**src/verilog/scio_consts.svh**
```systemverilog
`ifndef SCIO_CONSTS_SVH
`define SCIO_CONSTS_SVH
// ==========================================================
// register byte addresses (one aligned word each)
`define SCIO_ADR_CTRL      8'h00
`define SCIO_ADR_SERSEL    8'h04
`define SCIO_ADR_STAT      8'h08
`define SCIO_ADR_MASK      8'h0c
`define SCIO_ADR_IDENT     8'h10
`define SCIO_ADR_WT0       8'h14
`define SCIO_ADR_WT1       8'h18
`define SCIO_ADR_WT2       8'h1c
`define SCIO_ADR_WT3       8'h20
`define SCIO_ADR_TXD       8'h24
`define SCIO_ADR_RXD       8'h28
`define SCIO_ADR_CONTACTS  8'hac
// ==========================================================
// field positions
`define SCIO_CTRL_UART     3
`define SCIO_CTRL_WAIT_COUNTER_ENABLE     2
`define SCIO_CTRL_REPETITION_ENABLE     1
`define SCIO_CTRL_CONVENTION_SELECT     0
`define SCIO_SER_REPSEL    0
`define SCIO_SER_PAGE      1
`define SCIO_ST_PE         0
`define SCIO_ST_WTO        1
`define SCIO_ST_TXD        2
`define SCIO_ST_RXD        3
`define SCIO_CON_IO        3
// ==========================================================
// reset values
`define SCIO_CTRL_RST      8'h00
`define SCIO_CON_RST       8'h00
// ==========================================================
// timing counts, in card clock edges and elementary time units
`define SCIO_ETU_CLKS      9'h174
`define SCIO_ETU_HALF      9'h0ba
`define SCIO_RX_SIG_LO     3'h4
`define SCIO_RX_SIG_HI     3'h5
`define SCIO_TX_REP_LO     3'h3
`define SCIO_TX_REP_HI     3'h4
`define SCIO_TX_GUARD_LAST 4'h2
`define SCIO_RX_SIG_LAST   4'h2
`define SCIO_PARITY_BIT    4'h9
`endif

```
**src/verilog/scio_pkg.sv**
```systemverilog
package scio_pkg;
  typedef enum logic [2:0] {
    ST_IDLE     = 3'b000,
    ST_TX       = 3'b001,
    ST_TX_GUARD = 3'b010,
    ST_RX       = 3'b011,
    ST_RX_SIG   = 3'b100
  } scio_state_t;
endpackage

```
**src/verilog/scio_top.sv**
```systemverilog
// The Wishbone interface to the registers was chosen for this implementation.
`timescale 1ns/1ns
`include "scio_consts.svh"
module scio_top (
  input  wire logic        clk_i,
  input  wire logic        rst_i,
  input  wire logic        wb_cyc_i,
  input  wire logic        wb_stb_i,
  input  wire logic        wb_we_i,
  input  wire logic [7:0]  wb_adr_i,
  input  wire logic [3:0]  wb_sel_i,
  input  wire logic [31:0] wb_dat_i,
  output logic      [31:0] wb_dat_o,
  output logic             wb_ack_o,
  output logic             irq_o,
  input  wire logic        card_clk_i,
  input  wire logic        card_io_i,
  output logic             card_io_o,
  output logic             card_io_oe_o,
  output logic             clk_src_sel_o,
  output logic             contact_c8_level_o,
  output logic             contact_c4_level_o,
  output logic             card_clock_level_o,
  output logic             card_reset_level_o,
  output logic             card_power_on_o
);

  // ==========================================================
  // state
  scio_pkg::scio_state_t st_r, st_nxt;
  logic        ack_r, ack_nxt;
  logic [31:0] dat_r, dat_nxt;
  logic [7:0]  ctrl_r, ctrl_nxt;
  logic [1:0]  ser_r, ser_nxt;
  logic [3:0]  stat_r, stat_nxt;
  logic [3:0]  mask_r, mask_nxt;
  logic        ident_r, ident_nxt;
  logic [7:0]  wt0_r, wt0_nxt, wt1_r, wt1_nxt, wt2_r, wt2_nxt, wt3_r, wt3_nxt;
  logic [7:0]  txd_r, txd_nxt;
  logic [7:0]  rxd_r, rxd_nxt;
  logic [7:0]  con_r, con_nxt;
  logic        run_r, run_nxt;
  logic [31:0] wcnt_r, wcnt_nxt;
  logic [31:0] hold_r, hold_nxt;
  logic [8:0]  wetu_r, wetu_nxt;
  logic [8:0]  etu_r, etu_nxt;
  logic [3:0]  bit_r, bit_nxt;
  logic [7:0]  rxsh_r, rxsh_nxt;
  logic        err_r, err_nxt;
  logic [2:0]  rep_r, rep_nxt;
  logic [2:0]  sig_r, sig_nxt;
  logic        pend_r, pend_nxt;
  logic        oe_r, oe_nxt;
  logic        io_s1_r, io_s2_r, io_s3_r;
  logic        ck_s1_r, ck_s2_r, ck_s3_r;

  // ==========================================================
  // helpers
  logic        req, wr, rd, clk_tick, io_fall, etu_end, mid_etu, wt_tick, char_start;
  logic        uart, repetition_enable, convention_select, repsel, lvl_logic, tx_level, rx_perr;
  logic [2:0]  tx_k, rx_pos, sig_lim, tx_lim;
  logic [3:0]  st_set, st_clr;
  logic [7:0]  rd_byte;

  assign req      = wb_cyc_i & wb_stb_i & ~ack_r;
  assign wr       = req & wb_we_i & wb_sel_i[0];
  assign rd       = req & ~wb_we_i;
  assign clk_tick = ck_s2_r & ~ck_s3_r;
  assign io_fall  = ~io_s2_r & io_s3_r;
  assign etu_end  = clk_tick & (etu_r == (`SCIO_ETU_CLKS - 9'h001));
  assign mid_etu  = clk_tick & (etu_r == `SCIO_ETU_HALF);
  assign uart     = ctrl_r[`SCIO_CTRL_UART];
  assign repetition_enable     = ctrl_r[`SCIO_CTRL_REPETITION_ENABLE];
  assign convention_select     = ctrl_r[`SCIO_CTRL_CONVENTION_SELECT];
  assign repsel   = ser_r[`SCIO_SER_REPSEL];
  assign sig_lim  = repsel ? `SCIO_RX_SIG_HI : `SCIO_RX_SIG_LO;
  assign tx_lim   = repsel ? `SCIO_TX_REP_HI : `SCIO_TX_REP_LO;
  // uart mode counts etus, software mode counts raw card clock edges
  assign wt_tick  = uart ? (clk_tick & (wetu_r == (`SCIO_ETU_CLKS - 9'h001))) : clk_tick;
  assign char_start = (st_r == scio_pkg::ST_IDLE) & (st_nxt != scio_pkg::ST_IDLE);

  // ==========================================================
  // line coding
  assign tx_k   = 3'(bit_r - 4'h1);
  assign rx_pos = convention_select ? (3'h7 - tx_k) : tx_k;
  always_comb begin
    tx_level = 1'b0;
    if (bit_r == `SCIO_PARITY_BIT) begin
      tx_level = convention_select ? ~(^txd_r) : (^txd_r);
    end else if (bit_r != 4'h0) begin
      tx_level = convention_select ? ~txd_r[3'h7 - tx_k] : txd_r[tx_k];
    end
  end
  assign lvl_logic = convention_select ? ~io_s2_r : io_s2_r;
  assign rx_perr   = repetition_enable & (lvl_logic ^ (^rxsh_r));

  // ==========================================================
  // read mux
  always_comb begin
    rd_byte = 8'h00;
    case (wb_adr_i)
      `SCIO_ADR_CTRL:   rd_byte = {ctrl_r[7:3], run_r, ctrl_r[1:0]};
      `SCIO_ADR_SERSEL: rd_byte = {6'h00, ser_r};
      `SCIO_ADR_STAT:   rd_byte = {4'h0, stat_r};
      `SCIO_ADR_MASK:   rd_byte = {4'h0, mask_r};
      `SCIO_ADR_IDENT:  rd_byte = {7'h00, ident_r};
      `SCIO_ADR_WT0:    rd_byte = wt0_r;
      `SCIO_ADR_WT1:    rd_byte = wt1_r;
      `SCIO_ADR_WT2:    rd_byte = wt2_r;
      `SCIO_ADR_WT3:    rd_byte = wt3_r;
      `SCIO_ADR_TXD:    rd_byte = txd_r;
      `SCIO_ADR_RXD:    rd_byte = rxd_r;
      `SCIO_ADR_CONTACTS: begin
        if (!ser_r[`SCIO_SER_PAGE]) begin
          rd_byte = {con_r[7], 1'b0, con_r[5:4], io_s2_r, con_r[2:0]};
        end
      end
      default: rd_byte = 8'h00;
    endcase
  end

  // ==========================================================
  // next state
  always_comb begin
    st_nxt   = st_r;
    ack_nxt  = req;
    dat_nxt  = rd ? {24'h000000, rd_byte} : 32'h00000000;
    ctrl_nxt = ctrl_r;
    ser_nxt  = ser_r;
    mask_nxt = mask_r;
    wt0_nxt  = wt0_r;
    wt1_nxt  = wt1_r;
    wt2_nxt  = wt2_r;
    wt3_nxt  = wt3_r;
    txd_nxt  = txd_r;
    rxd_nxt  = rxd_r;
    con_nxt  = con_r;
    run_nxt  = run_r;
    wcnt_nxt = wcnt_r;
    hold_nxt = hold_r;
    wetu_nxt = wetu_r;
    etu_nxt  = etu_r;
    bit_nxt  = bit_r;
    rxsh_nxt = rxsh_r;
    err_nxt  = err_r;
    rep_nxt  = rep_r;
    sig_nxt  = sig_r;
    pend_nxt = pend_r;
    st_set   = 4'h0;
    st_clr   = 4'h0;

    // character engine
    if (clk_tick) begin
      etu_nxt = etu_end ? 9'h000 : 9'(etu_r + 9'h001);
    end
    case (st_r)
      scio_pkg::ST_IDLE: begin
        etu_nxt = 9'h000;
        bit_nxt = 4'h0;
        if (uart && pend_r) begin
          st_nxt   = scio_pkg::ST_TX;
          pend_nxt = 1'b0;
        end else if (uart && io_fall) begin
          st_nxt = scio_pkg::ST_RX;
        end
      end
      scio_pkg::ST_TX: begin
        if (etu_end) begin
          if (bit_r == `SCIO_PARITY_BIT) begin
            st_nxt  = scio_pkg::ST_TX_GUARD;
            bit_nxt = 4'h0;
            err_nxt = 1'b0;
          end else begin
            bit_nxt = 4'(bit_r + 4'h1);
          end
        end
      end
      scio_pkg::ST_TX_GUARD: begin
        if (etu_end) begin
          bit_nxt = 4'(bit_r + 4'h1);
          if (bit_r == 4'h0) begin
            err_nxt = ~io_s2_r;
          end
          if (bit_r == `SCIO_TX_GUARD_LAST) begin
            bit_nxt = 4'h0;
            if (err_r && repetition_enable && (rep_r < tx_lim)) begin
              rep_nxt = 3'(rep_r + 3'h1);
              st_nxt  = scio_pkg::ST_TX;
            end else begin
              st_set[`SCIO_ST_PE]  = err_r & repetition_enable;
              st_set[`SCIO_ST_TXD] = 1'b1;
              rep_nxt = 3'h0;
              st_nxt  = scio_pkg::ST_IDLE;
            end
          end
        end
      end
      scio_pkg::ST_RX: begin
        if (mid_etu) begin
          bit_nxt = 4'(bit_r + 4'h1);
          if (bit_r == 4'h0) begin
            if (io_s2_r) begin
              st_nxt = scio_pkg::ST_IDLE;
            end
          end else if (bit_r != `SCIO_PARITY_BIT) begin
            rxsh_nxt[rx_pos] = lvl_logic;
          end else if (rx_perr && (sig_r < sig_lim)) begin
            sig_nxt = 3'(sig_r + 3'h1);
            st_nxt  = scio_pkg::ST_RX_SIG;
            bit_nxt = 4'h0;
            etu_nxt = 9'h000;
          end else begin
            st_set[`SCIO_ST_PE]  = rx_perr;
            st_set[`SCIO_ST_RXD] = 1'b1;
            rxd_nxt = rxsh_r;
            sig_nxt = 3'h0;
            st_nxt  = scio_pkg::ST_IDLE;
          end
        end
      end
      scio_pkg::ST_RX_SIG: begin
        if (etu_end) begin
          bit_nxt = 4'(bit_r + 4'h1);
          if (bit_r == `SCIO_RX_SIG_LAST) begin
            st_nxt = scio_pkg::ST_IDLE;
          end
        end
      end
      default: st_nxt = scio_pkg::ST_IDLE;
    endcase

    // waiting time counter
    if (!run_r) begin
      hold_nxt = {wt3_r, wt2_r, wt1_r, wt0_r};
      wetu_nxt = 9'h000;
    end else begin
      if (clk_tick) begin
        wetu_nxt = (wetu_r == (`SCIO_ETU_CLKS - 9'h001)) ? 9'h000 : 9'(wetu_r + 9'h001);
      end
      if (wcnt_r == hold_r) begin
        run_nxt = 1'b0;
        st_set[`SCIO_ST_WTO] = 1'b1;
      end else if (uart && char_start) begin
        wcnt_nxt = 32'h00000000;
        wetu_nxt = 9'h000;
      end else if (wt_tick) begin
        wcnt_nxt = 32'(wcnt_r + 32'h00000001);
      end
    end

    // register writes
    if (wr) begin
      case (wb_adr_i)
        `SCIO_ADR_CTRL: begin
          ctrl_nxt = wb_dat_i[7:0];
          ctrl_nxt[`SCIO_CTRL_WAIT_COUNTER_ENABLE] = 1'b0;
          if (wb_dat_i[`SCIO_CTRL_WAIT_COUNTER_ENABLE]) begin
            if (!run_r) begin
              run_nxt  = 1'b1;
              wcnt_nxt = 32'h00000000;
            end
          end else begin
            run_nxt = 1'b0;
          end
        end
        `SCIO_ADR_SERSEL: ser_nxt  = wb_dat_i[1:0];
        `SCIO_ADR_STAT:   st_clr   = wb_dat_i[3:0];
        `SCIO_ADR_MASK:   mask_nxt = wb_dat_i[3:0];
        `SCIO_ADR_WT0:    wt0_nxt  = wb_dat_i[7:0];
        `SCIO_ADR_WT1:    wt1_nxt  = wb_dat_i[7:0];
        `SCIO_ADR_WT2:    wt2_nxt  = wb_dat_i[7:0];
        `SCIO_ADR_WT3:    wt3_nxt  = wb_dat_i[7:0];
        `SCIO_ADR_TXD: begin
          txd_nxt  = wb_dat_i[7:0];
          pend_nxt = 1'b1;
        end
        `SCIO_ADR_CONTACTS: begin
          if (!ser_r[`SCIO_SER_PAGE]) begin
            con_nxt = wb_dat_i[7:0];
          end
        end
        default: ;
      endcase
    end

    // sticky flags, a set in the clearing cycle wins
    stat_nxt  = (stat_r & ~st_clr) | st_set;
    ident_nxt = (ident_r & ~(wr && (wb_adr_i == `SCIO_ADR_IDENT) && wb_dat_i[0]))
              | (st_set[`SCIO_ST_PE] & mask_r[`SCIO_ST_PE]);

    // io pin: open drain, engine or software bit
    if (uart) begin
      oe_nxt = ((st_r == scio_pkg::ST_TX) & ~tx_level)
             | ((st_r == scio_pkg::ST_RX_SIG) & (bit_r == 4'h0));
    end else begin
      oe_nxt = ~con_r[`SCIO_CON_IO];
    end
  end

  // ==========================================================
  // registers
  always_ff @(posedge clk_i) begin
    if (rst_i) begin
      st_r   <= scio_pkg::ST_IDLE;
      ack_r  <= 1'b0;
      dat_r  <= 32'h00000000;
      ctrl_r <= `SCIO_CTRL_RST;
      ser_r  <= 2'h0;
      stat_r <= 4'h0;
      mask_r <= 4'h0;
      ident_r <= 1'b0;
      wt0_r  <= 8'h00;
      wt1_r  <= 8'h00;
      wt2_r  <= 8'h00;
      wt3_r  <= 8'h00;
      txd_r  <= 8'h00;
      rxd_r  <= 8'h00;
      con_r  <= `SCIO_CON_RST;
      run_r  <= 1'b0;
      wcnt_r <= 32'h00000000;
      hold_r <= 32'h00000000;
      wetu_r <= 9'h000;
      etu_r  <= 9'h000;
      bit_r  <= 4'h0;
      rxsh_r <= 8'h00;
      err_r  <= 1'b0;
      rep_r  <= 3'h0;
      sig_r  <= 3'h0;
      pend_r <= 1'b0;
      oe_r   <= 1'b0;
      io_s1_r <= 1'b1;
      io_s2_r <= 1'b1;
      io_s3_r <= 1'b1;
      ck_s1_r <= 1'b0;
      ck_s2_r <= 1'b0;
      ck_s3_r <= 1'b0;
    end else begin
      st_r   <= st_nxt;
      ack_r  <= ack_nxt;
      dat_r  <= dat_nxt;
      ctrl_r <= ctrl_nxt;
      ser_r  <= ser_nxt;
      stat_r <= stat_nxt;
      mask_r <= mask_nxt;
      ident_r <= ident_nxt;
      wt0_r  <= wt0_nxt;
      wt1_r  <= wt1_nxt;
      wt2_r  <= wt2_nxt;
      wt3_r  <= wt3_nxt;
      txd_r  <= txd_nxt;
      rxd_r  <= rxd_nxt;
      con_r  <= con_nxt;
      run_r  <= run_nxt;
      wcnt_r <= wcnt_nxt;
      hold_r <= hold_nxt;
      wetu_r <= wetu_nxt;
      etu_r  <= etu_nxt;
      bit_r  <= bit_nxt;
      rxsh_r <= rxsh_nxt;
      err_r  <= err_nxt;
      rep_r  <= rep_nxt;
      sig_r  <= sig_nxt;
      pend_r <= pend_nxt;
      oe_r   <= oe_nxt;
      io_s1_r <= card_io_i;
      io_s2_r <= io_s1_r;
      io_s3_r <= io_s2_r;
      ck_s1_r <= card_clk_i;
      ck_s2_r <= ck_s1_r;
      ck_s3_r <= ck_s2_r;
    end
  end

  // ==========================================================
  // outputs
  assign wb_ack_o           = ack_r;
  assign wb_dat_o           = dat_r;
  assign irq_o              = |(stat_r & mask_r);
  assign card_io_o          = 1'b0;
  assign card_io_oe_o       = oe_r;
  assign clk_src_sel_o      = con_r[7];
  assign contact_c8_level_o = con_r[5];
  assign contact_c4_level_o = con_r[4];
  assign card_clock_level_o = con_r[2];
  assign card_reset_level_o = con_r[1];
  assign card_power_on_o    = con_r[0];
endmodule

```
**config.mk**
```make
export PLATFORM = sky130hd
export DESIGN_NAME = scio_top
export DESIGN_NICKNAME = d
export VERILOG_FILES = /design/src/verilog/scio_pkg.sv /design/src/verilog/scio_top.sv
export VERILOG_INCLUDE_DIRS = /design/src /design/src/verilog
export SDC_FILE = /design/constraint.sdc
export NUM_CORES = 1
export LEC_CHECK = 0
export BUFFER_PORTS_ARGS = -buffer_cell sky130_fd_sc_hd__buf_2
export CAP_MARGIN = 5
export CORE_ASPECT_RATIO = 0.75
export CORE_MARGIN = 10
export CORE_UTILIZATION = 37
export DETAILED_ROUTE_END_ITERATION = 8
export SETUP_SLACK_MARGIN = 0.2
export SLEW_MARGIN = 20
export SYNTH_ARGS = -nofsm -noshare
export SYNTH_HDL_FRONTEND = slang
export SYNTH_SLANG_ARGS = --single-unit
export TNS_END_PERCENT = 10
```
**constraint.sdc**
```tcl
create_clock -name clk_i -period 3.9 [get_ports clk_i]
set_clock_uncertainty 0.15 [all_clocks]
set_input_delay 0.39 -clock clk_i [delete_from_list [all_inputs] [get_ports clk_i]]
set_output_delay 0.39 -clock clk_i [all_outputs]
set_load 0.01 [all_outputs]
```
# Yosys cells after proc, flatten, opt, wreduce, memory -nomap -nowiden
# Cells that the tools add are included.
# op_classes
reduce_logical,36
muxes,101
n_eq_ne,28
order_cmp,6
bitwise_logic,39
addsub,8
# op_table
op,n
32-bit two-way mux,8
8-bit case mux with 12 select lines,1
9-bit two-way mux,10
3-bit two-way mux,17
1-bit two-way mux,44
4-bit two-way mux,11
32-bit by 1-bit adder with 32-bit output (second input constant),1
32-bit == test,1
8-bit by 5-bit == test with 1-bit output (second input constant),4
8-bit by 6-bit == test with 1-bit output (second input constant),3
4-bit case mux with 5 select lines,1
9-bit by 1-bit adder with 9-bit output (second input constant),2
9-bit == test (second input constant),2
9-bit case mux with 2 select lines,1
1-bit AND,17
8-bit by 4-bit == test with 1-bit output (second input constant),2
2-bit AND reduction,8
8-bit parity,2
1-bit NOT,15
3-bit case mux with 5 select lines,1
5-bit AND reduction,3
3-bit by 4-bit less-than comparator with 1-bit output (second input constant),3
2-bit != test (second input constant),6
9-bit by 8-bit == test with 1-bit output (second input constant),1
other kinds (36),54
# totals
wordCells,252
regBits,220
output_inout_bits,42
input_bits,51

# Depth between registers and ports, before layout
# depth
depth_word,20
ltp_mapped,10
mapped_depth_nobuf,9

# Worst setup path before layout
# OpenSTA, ideal clock, no wires.
# synth_path
path_kind,reg2reg
startpoint,register bit_r[0]
endpoint,register oe_r (netlist: card_io_oe_o)
required_ns,3.655
stages_incl_launch_ff,10
path_buffers,2
arrival_ns,2.554
setup_time_ns,0.095
period_less_slack_ns,2.800
setup_slack_ns,1.100
path_cell_list,dfxtp_1 > clkbuf_1 > inv_1 > ha_1 > clkbuf_1 > mux4_2 > mux2i_1 > o21ai_0 > a221o_1 > a221oi_1
# synth_between
elab_chain_cells,12
elab_cells_between_ends,18
cone_classes,add/sub: 2; eq/ne: 1; mux: 8; bitwise: 5; reduce/logical: 2
# synth_rtl
item,line,source
"start, declared",scio_top.sv:47,"logic [3:0] bit_r, bit_nxt;"
"start signal, assigned",scio_top.sv:358,bit_r <= bit_nxt;
3-bit by 1-bit subtractor with 3-bit output,scio_top.sv:84,assign tx_k = 3'(bit_r - 4'h1);
3-bit subtractor,scio_top.sv:91,tx_level = convention_select ? ~txd_r[3'h7 - tx_k] : txd_r[tx_k];
1-bit binary-select mux with 3-bit select,scio_top.sv:91,
1-bit two-way mux (not written as such),scio_top.sv:91,
1-bit NOT,scio_top.sv:91,
1-bit two-way mux,scio_top.sv:91,
1-bit two-way mux,scio_top.sv:90,end else if (bit_r != 4'h0) begin
1-bit two-way mux,scio_top.sv:88,if (bit_r == `SCIO_PARITY_BIT) begin
1-bit NOT,scio_top.sv:293,oe_nxt = ((st_r == scio_pkg::ST_TX) & ~tx_level)
1-bit AND,scio_top.sv:293,
1-bit bitwise OR *,scio_top.sv:294,| ((st_r == scio_pkg::ST_RX_SIG) & (bit_r == 4'h0));
1-bit two-way mux *,scio_top.sv:292,if (uart) begin
"end signal, assigned",scio_top.sv:364,oe_r <= oe_nxt;
"end, declared",scio_top.sv:53,"logic oe_r, oe_nxt;"
# Every way passes the cells marked *; elsewhere a longest branch is shown, timed or not. The select of a mux whose other input is x is not followed.
# A chain may end at the register's enable or synchronous reset.

# Worst setup path after layout
# layout_path
startpoint,register wcnt_r[12]
endpoint,register wcnt_r[31]
# layout_between
elab_chain_cells,9
elab_cells_between_ends,10
cone_classes,add/sub: 1; eq/ne: 1; mux: 8
# layout_rtl
item,line,source
"start, declared",scio_top.sv:43,"logic [31:0] wcnt_r, wcnt_nxt;"
"start signal, assigned",scio_top.sv:354,wcnt_r <= wcnt_nxt;
32-bit by 1-bit adder with 32-bit output,scio_top.sv:247,wcnt_nxt = 32'(wcnt_r + 32'h00000001);
32-bit two-way mux,scio_top.sv:246,end else if (wt_tick) begin
32-bit two-way mux,scio_top.sv:243,end else if (uart && char_start) begin
32-bit two-way mux *,scio_top.sv:240,if (wcnt_r == hold_r) begin
32-bit two-way mux *,scio_top.sv:233,if (!run_r) begin
32-bit two-way mux,scio_top.sv:258,if (!run_r) begin
32-bit two-way mux,scio_top.sv:257,if (wb_dat_i[`SCIO_CTRL_WAIT_COUNTER_ENABLE]) begin
32-bit two-way mux,scio_top.sv:253,case (wb_adr_i)
32-bit two-way mux *,scio_top.sv:252,if (wr) begin
# Every way passes the cells marked *; elsewhere a longest branch is shown, timed or not.

==> flow_metrics.env <==
export IMPL_status="completed"
export IMPL_num_vias=8547
export IMPL_dpl_hpwl_mm=20.57
export IMPL_avgViaCountPerCell=5.550
export IMPL_area_delta_synth_final_pct=10.32
export IMPL_rsz0062_at_grt="no"
export IMPL_grt_overflow=0
export IMPL_period_minus_slack_ps=2909
export IMPL_yosysWarnings=0
export IMPL_dp_cells=1507
export IMPL_power_switching_uw=1077
export IMPL_ys_ff_latch=195
export IMPL_required_ps=4140
export IMPL_rows=51
export IMPL_htreeDepth=4
export IMPL_switching_share_pct=26.90
export IMPL_antenna_found_initial=1
export IMPL_die_x_um=208.7
export IMPL_numCtsBuffers=17
export IMPL_synthCells=1167
export IMPL_cts_resized=0
export IMPL_p_leak_uw=0.003685
export IMPL_routed_wl_mm=27.90
export IMPL_path_common_cell="nand4_1"
export IMPL_endpoint_kind="register"
export IMPL_crit_arrival_ps=3150
export IMPL_clockBufferDepth=2
export IMPL_nNetsFinal=1246
export IMPL_synthDistinctLibCells=71
export IMPL_grt_pass1_wl_mm=44.30
export IMPL_drv_slew=0
export IMPL_dr_pass1_iters=6
export IMPL_hold_ws_ps=31.54
export IMPL_port_buffers=40
export IMPL_hold_viol=0
export IMPL_dieArea_sq_um=33700
export IMPL_syn_area_per_cell_sq_um=8.465
export IMPL_setup_tns_ps=0
export IMPL_period_share_pct=74.58
export IMPL_clock_power_share_pct=44.0
export IMPL_drc_errors=0
export IMPL_clk_pin_slew_ps=80
export IMPL_maxCapViolCount=0
export IMPL_cts_tree="done"
export IMPL_clkLatencyLatePin_ps=450
export IMPL_cp_buffers_inverters=0
export IMPL_die_y_um=161.5
export IMPL_p_int_uw=2926
export IMPL_start_util_pct=37.85
export IMPL_p_comb_share_pct=5.7
export IMPL_yosysTopAreaCellShare_pct=39.52
export IMPL_crit_family="simple AND/OR/NAND/NOR gates"
export IMPL_drive_above_1_share_pct=10.03
export IMPL_grt_pass1_vias=7773
export IMPL_synthFlopType="dfxtp_1"
export IMPL_wl_per_cell_um=18.12
export IMPL_grt_max_degree=104
export IMPL_drt_iter0_markers=1041
export IMPL_antenna_diode_count=0
export IMPL_gp_congestion=0.9048
export IMPL_worstPathCellList="nand4_1 -> nor4_1 -> nand2_1 -> nor2_1 -> nand4_1 -> or4_1 -> nand3_1"
export IMPL_ys_seq_area_share_pct=39.52
export IMPL_cts_root_buf="clkbuf_16"
export IMPL_max_slew_margin_pct=28.50
export IMPL_utilization_pct=41.76
export IMPL_synth_edf_count=0
export IMPL_place_area_sq_um=10300
export IMPL_fillers=2641
export IMPL_cts_sinks=195
export IMPL_power_per_cell_area_nw_per_um2=367.3
export IMPL_coreArea_sq_um=26100
export IMPL_max_clock_freq_mhz=343.8
export IMPL_crit_type="reg2reg"
export IMPL_grt_use_total_pct=16.23
export IMPL_p_seq_share_pct=50.3
export IMPL_finalNonFillerCells=1540
export IMPL_yosys_area_top_type="dfxtp_1"
export IMPL_tightest_slew_ps=1072
export IMPL_hold_path_class="in2reg"
export IMPL_critPathMaxFanout=8
export IMPL_synth_area_top_cells="dfxtp_1 40%, mux2i_1 8.3%, nor2_1 5.2%, nand2_1 4.7%, xnor2_1 4.5%"
export IMPL_critical_path_startpoint_type="register"
export IMPL_drtAntennaViolNets=0
export IMPL_slowest_delay_ps=530
export IMPL_finish_instance_area_sq_um=10900
export IMPL_io_pins=93
export IMPL_slowest_stage="or4_1"
export IMPL_setup_viol_count_final=0
export IMPL_synthArstFlopShare_pct=0
export IMPL_irDropWorstVdd_mv=0.3134
export IMPL_netlist_area_sq_um=9878
[repair_timing]
item                      4_1_cts  5_1_grt
hold buffers                    1        0
hold endpoints to repair        1        0
setup buffers                   0        0
[layer usage]
layer / GRT usage (%) / wire (um)
met1: 24.71 / 14280
met2: 22.62 / 11590
met3: 3.026 / 1813
met4: 3.883 / 198
met5: 0 / 17
[synth_stat cells, drive strengths merged, types with 3 or more instances]
library cell / n
a31oi: 22
nor3b: 6
o22ai: 4
mux2i: 82
a22oi: 22
inv: 33
a21o: 4
o211ai: 6
o31a: 7
a211oi: 5
dfxtp: 195
nor2b: 8
and4: 4
nand3b: 5
o31ai: 7
or2: 8
nor3: 18
nand4b: 3
and3b: 3
nor4: 8
nor2: 139
or4: 8
a22o: 10
nand4: 25
clkbuf: 47
and2: 8
nand2b: 8
ha: 12
a222oi: 7
nand2: 124
xnor2: 52
or3: 9
and3: 11
nand3: 48
a41oi: 5
a221oi: 7
buf: 42
mux4: 4
a21oi: 73
xor2: 12
o21ai: 45
[worst paths after layout]
check | from | to | slack, ps | depth (start not counted)
worst max register to register | wcnt_r[12]$_SDFF_PP0_ | wcnt_r[31]$_SDFF_PP0_ | 990 | 7
worst min-delay path | card_clk_i | ck_s1_r$_SDFF_PP0_ | 30 | 2
worst min register to register | io_s1_r$_SDFF_PP1_ | io_s2_r$_SDFF_PP1_ | 260 | 1
worst max-delay path | wcnt_r[12]$_SDFF_PP0_ | wcnt_r[31]$_SDFF_PP0_ | 990 | 7
[per-stage QoR]
step	setup WS [ps]	power, uW
2_1_floorplan	1100	2228
3_3_place_gp	1027	2279
3_5_place_dp	998.3	2282
4_1_cts	1055	4034
5_1_grt	789.1	4147
6_report	991.5	4002
[cells in the final DEF, fill, tap and decap left out, types with 6 or more instances in the layout]
master / n
clkbuf_16: 17
inv_1: 33
nand3_1: 48
conb_1: 25
mux2i_1: 82
nand2b_1: 8
o211ai_1: 6
xnor2_1: 51
or3_1: 9
o31ai_1: 7
nor2_1: 137
o31a_1: 7
ha_1: 12
nand4_1: 25
buf_4: 22
o21ai_0: 43
a22oi_1: 22
dfxtp_1: 194
nor3_1: 17
and2_1: 8
buf_2: 39
or2_2: 6
a221oi_1: 7
a21oi_1: 72
nand2_1: 123
a22o_1: 10
a31oi_1: 22
or4_1: 8
and3_1: 11
xor2_1: 12
nor2b_1: 8
a222oi_1: 7
[layout make-up]
| class | instances | area (sq um) | area share, % |
|---|---|---|---|
| Clock buffer | 17 | 425.4 | 3.904 |
| Clock inverter | 15 | 158.9 | 1.458 |
| Inverter | 33 | 123.9 | 1.137 |
| Multi-Input combinational cell | 874 | 5484 | 50.32 |
| Sequential cell | 195 | 3905 | 35.83 |
| Tap cell | 344 | 430.4 | 3.949 |
| Timing Repair Buffer | 62 | 370.4 | 3.398 |
[power groups by stage]
stage | sequential (uW) | combinational [uW] | clock (uW)
3_3_place_gp | 2060 | 220 | 0
6_report | 2010 | 228 | 1760
5_1_grt | 2010 | 250 | 1880
3_5_place_dp | 2060 | 222 | 0
4_1_cts | 2010 | 223 | 1800
2_1_floorplan | 2060 | 172 | 0
[kinds of logic (layout without fill, tap and decap cells)]
group                    after synthesis  after routing  synth area share [%]
adder cells (fa/ha/maj)               12             12                 1.520
AND/OR/NAND/NOR                      450            450                 22.33
flip-flops                           195            195                 39.52
multiplexers                          88             88                 9.449
XOR/XNOR                              65             65                 5.979
other                                  1             25               0.03796
buffers and inverters                122            127                 5.928
AO/OA/AOI/OAI                        234            234                 15.24
[state kept, by name, indices dropped and copies added (netlist names), 2 cells and up]
signal and cells:
hold_r 32, wcnt_r 32, etu_r 9, wetu_r 9
rxd_r 8, rxsh_r 8, txd_r 8, wb_dat_o 8
wt0_r 8, wt1_r 8, wt2_r 8, wt3_r 8
con_r 7, ctrl_r 7, bit_r 4, mask_r 4
stat_r 4, rep_r 3, sig_r 3, st_r 3
ser_r 2
[worst reg2reg max path, cell delays in order, from the launching register on]
cell	delay [ps]
dfxtp_1	520
nand4_1	260
nor4_1	360
nand2_1	160
nor2_1	360
nand4_1	420
or4_1	530
nand3_1	90
(Power assumes the default switching activity.)
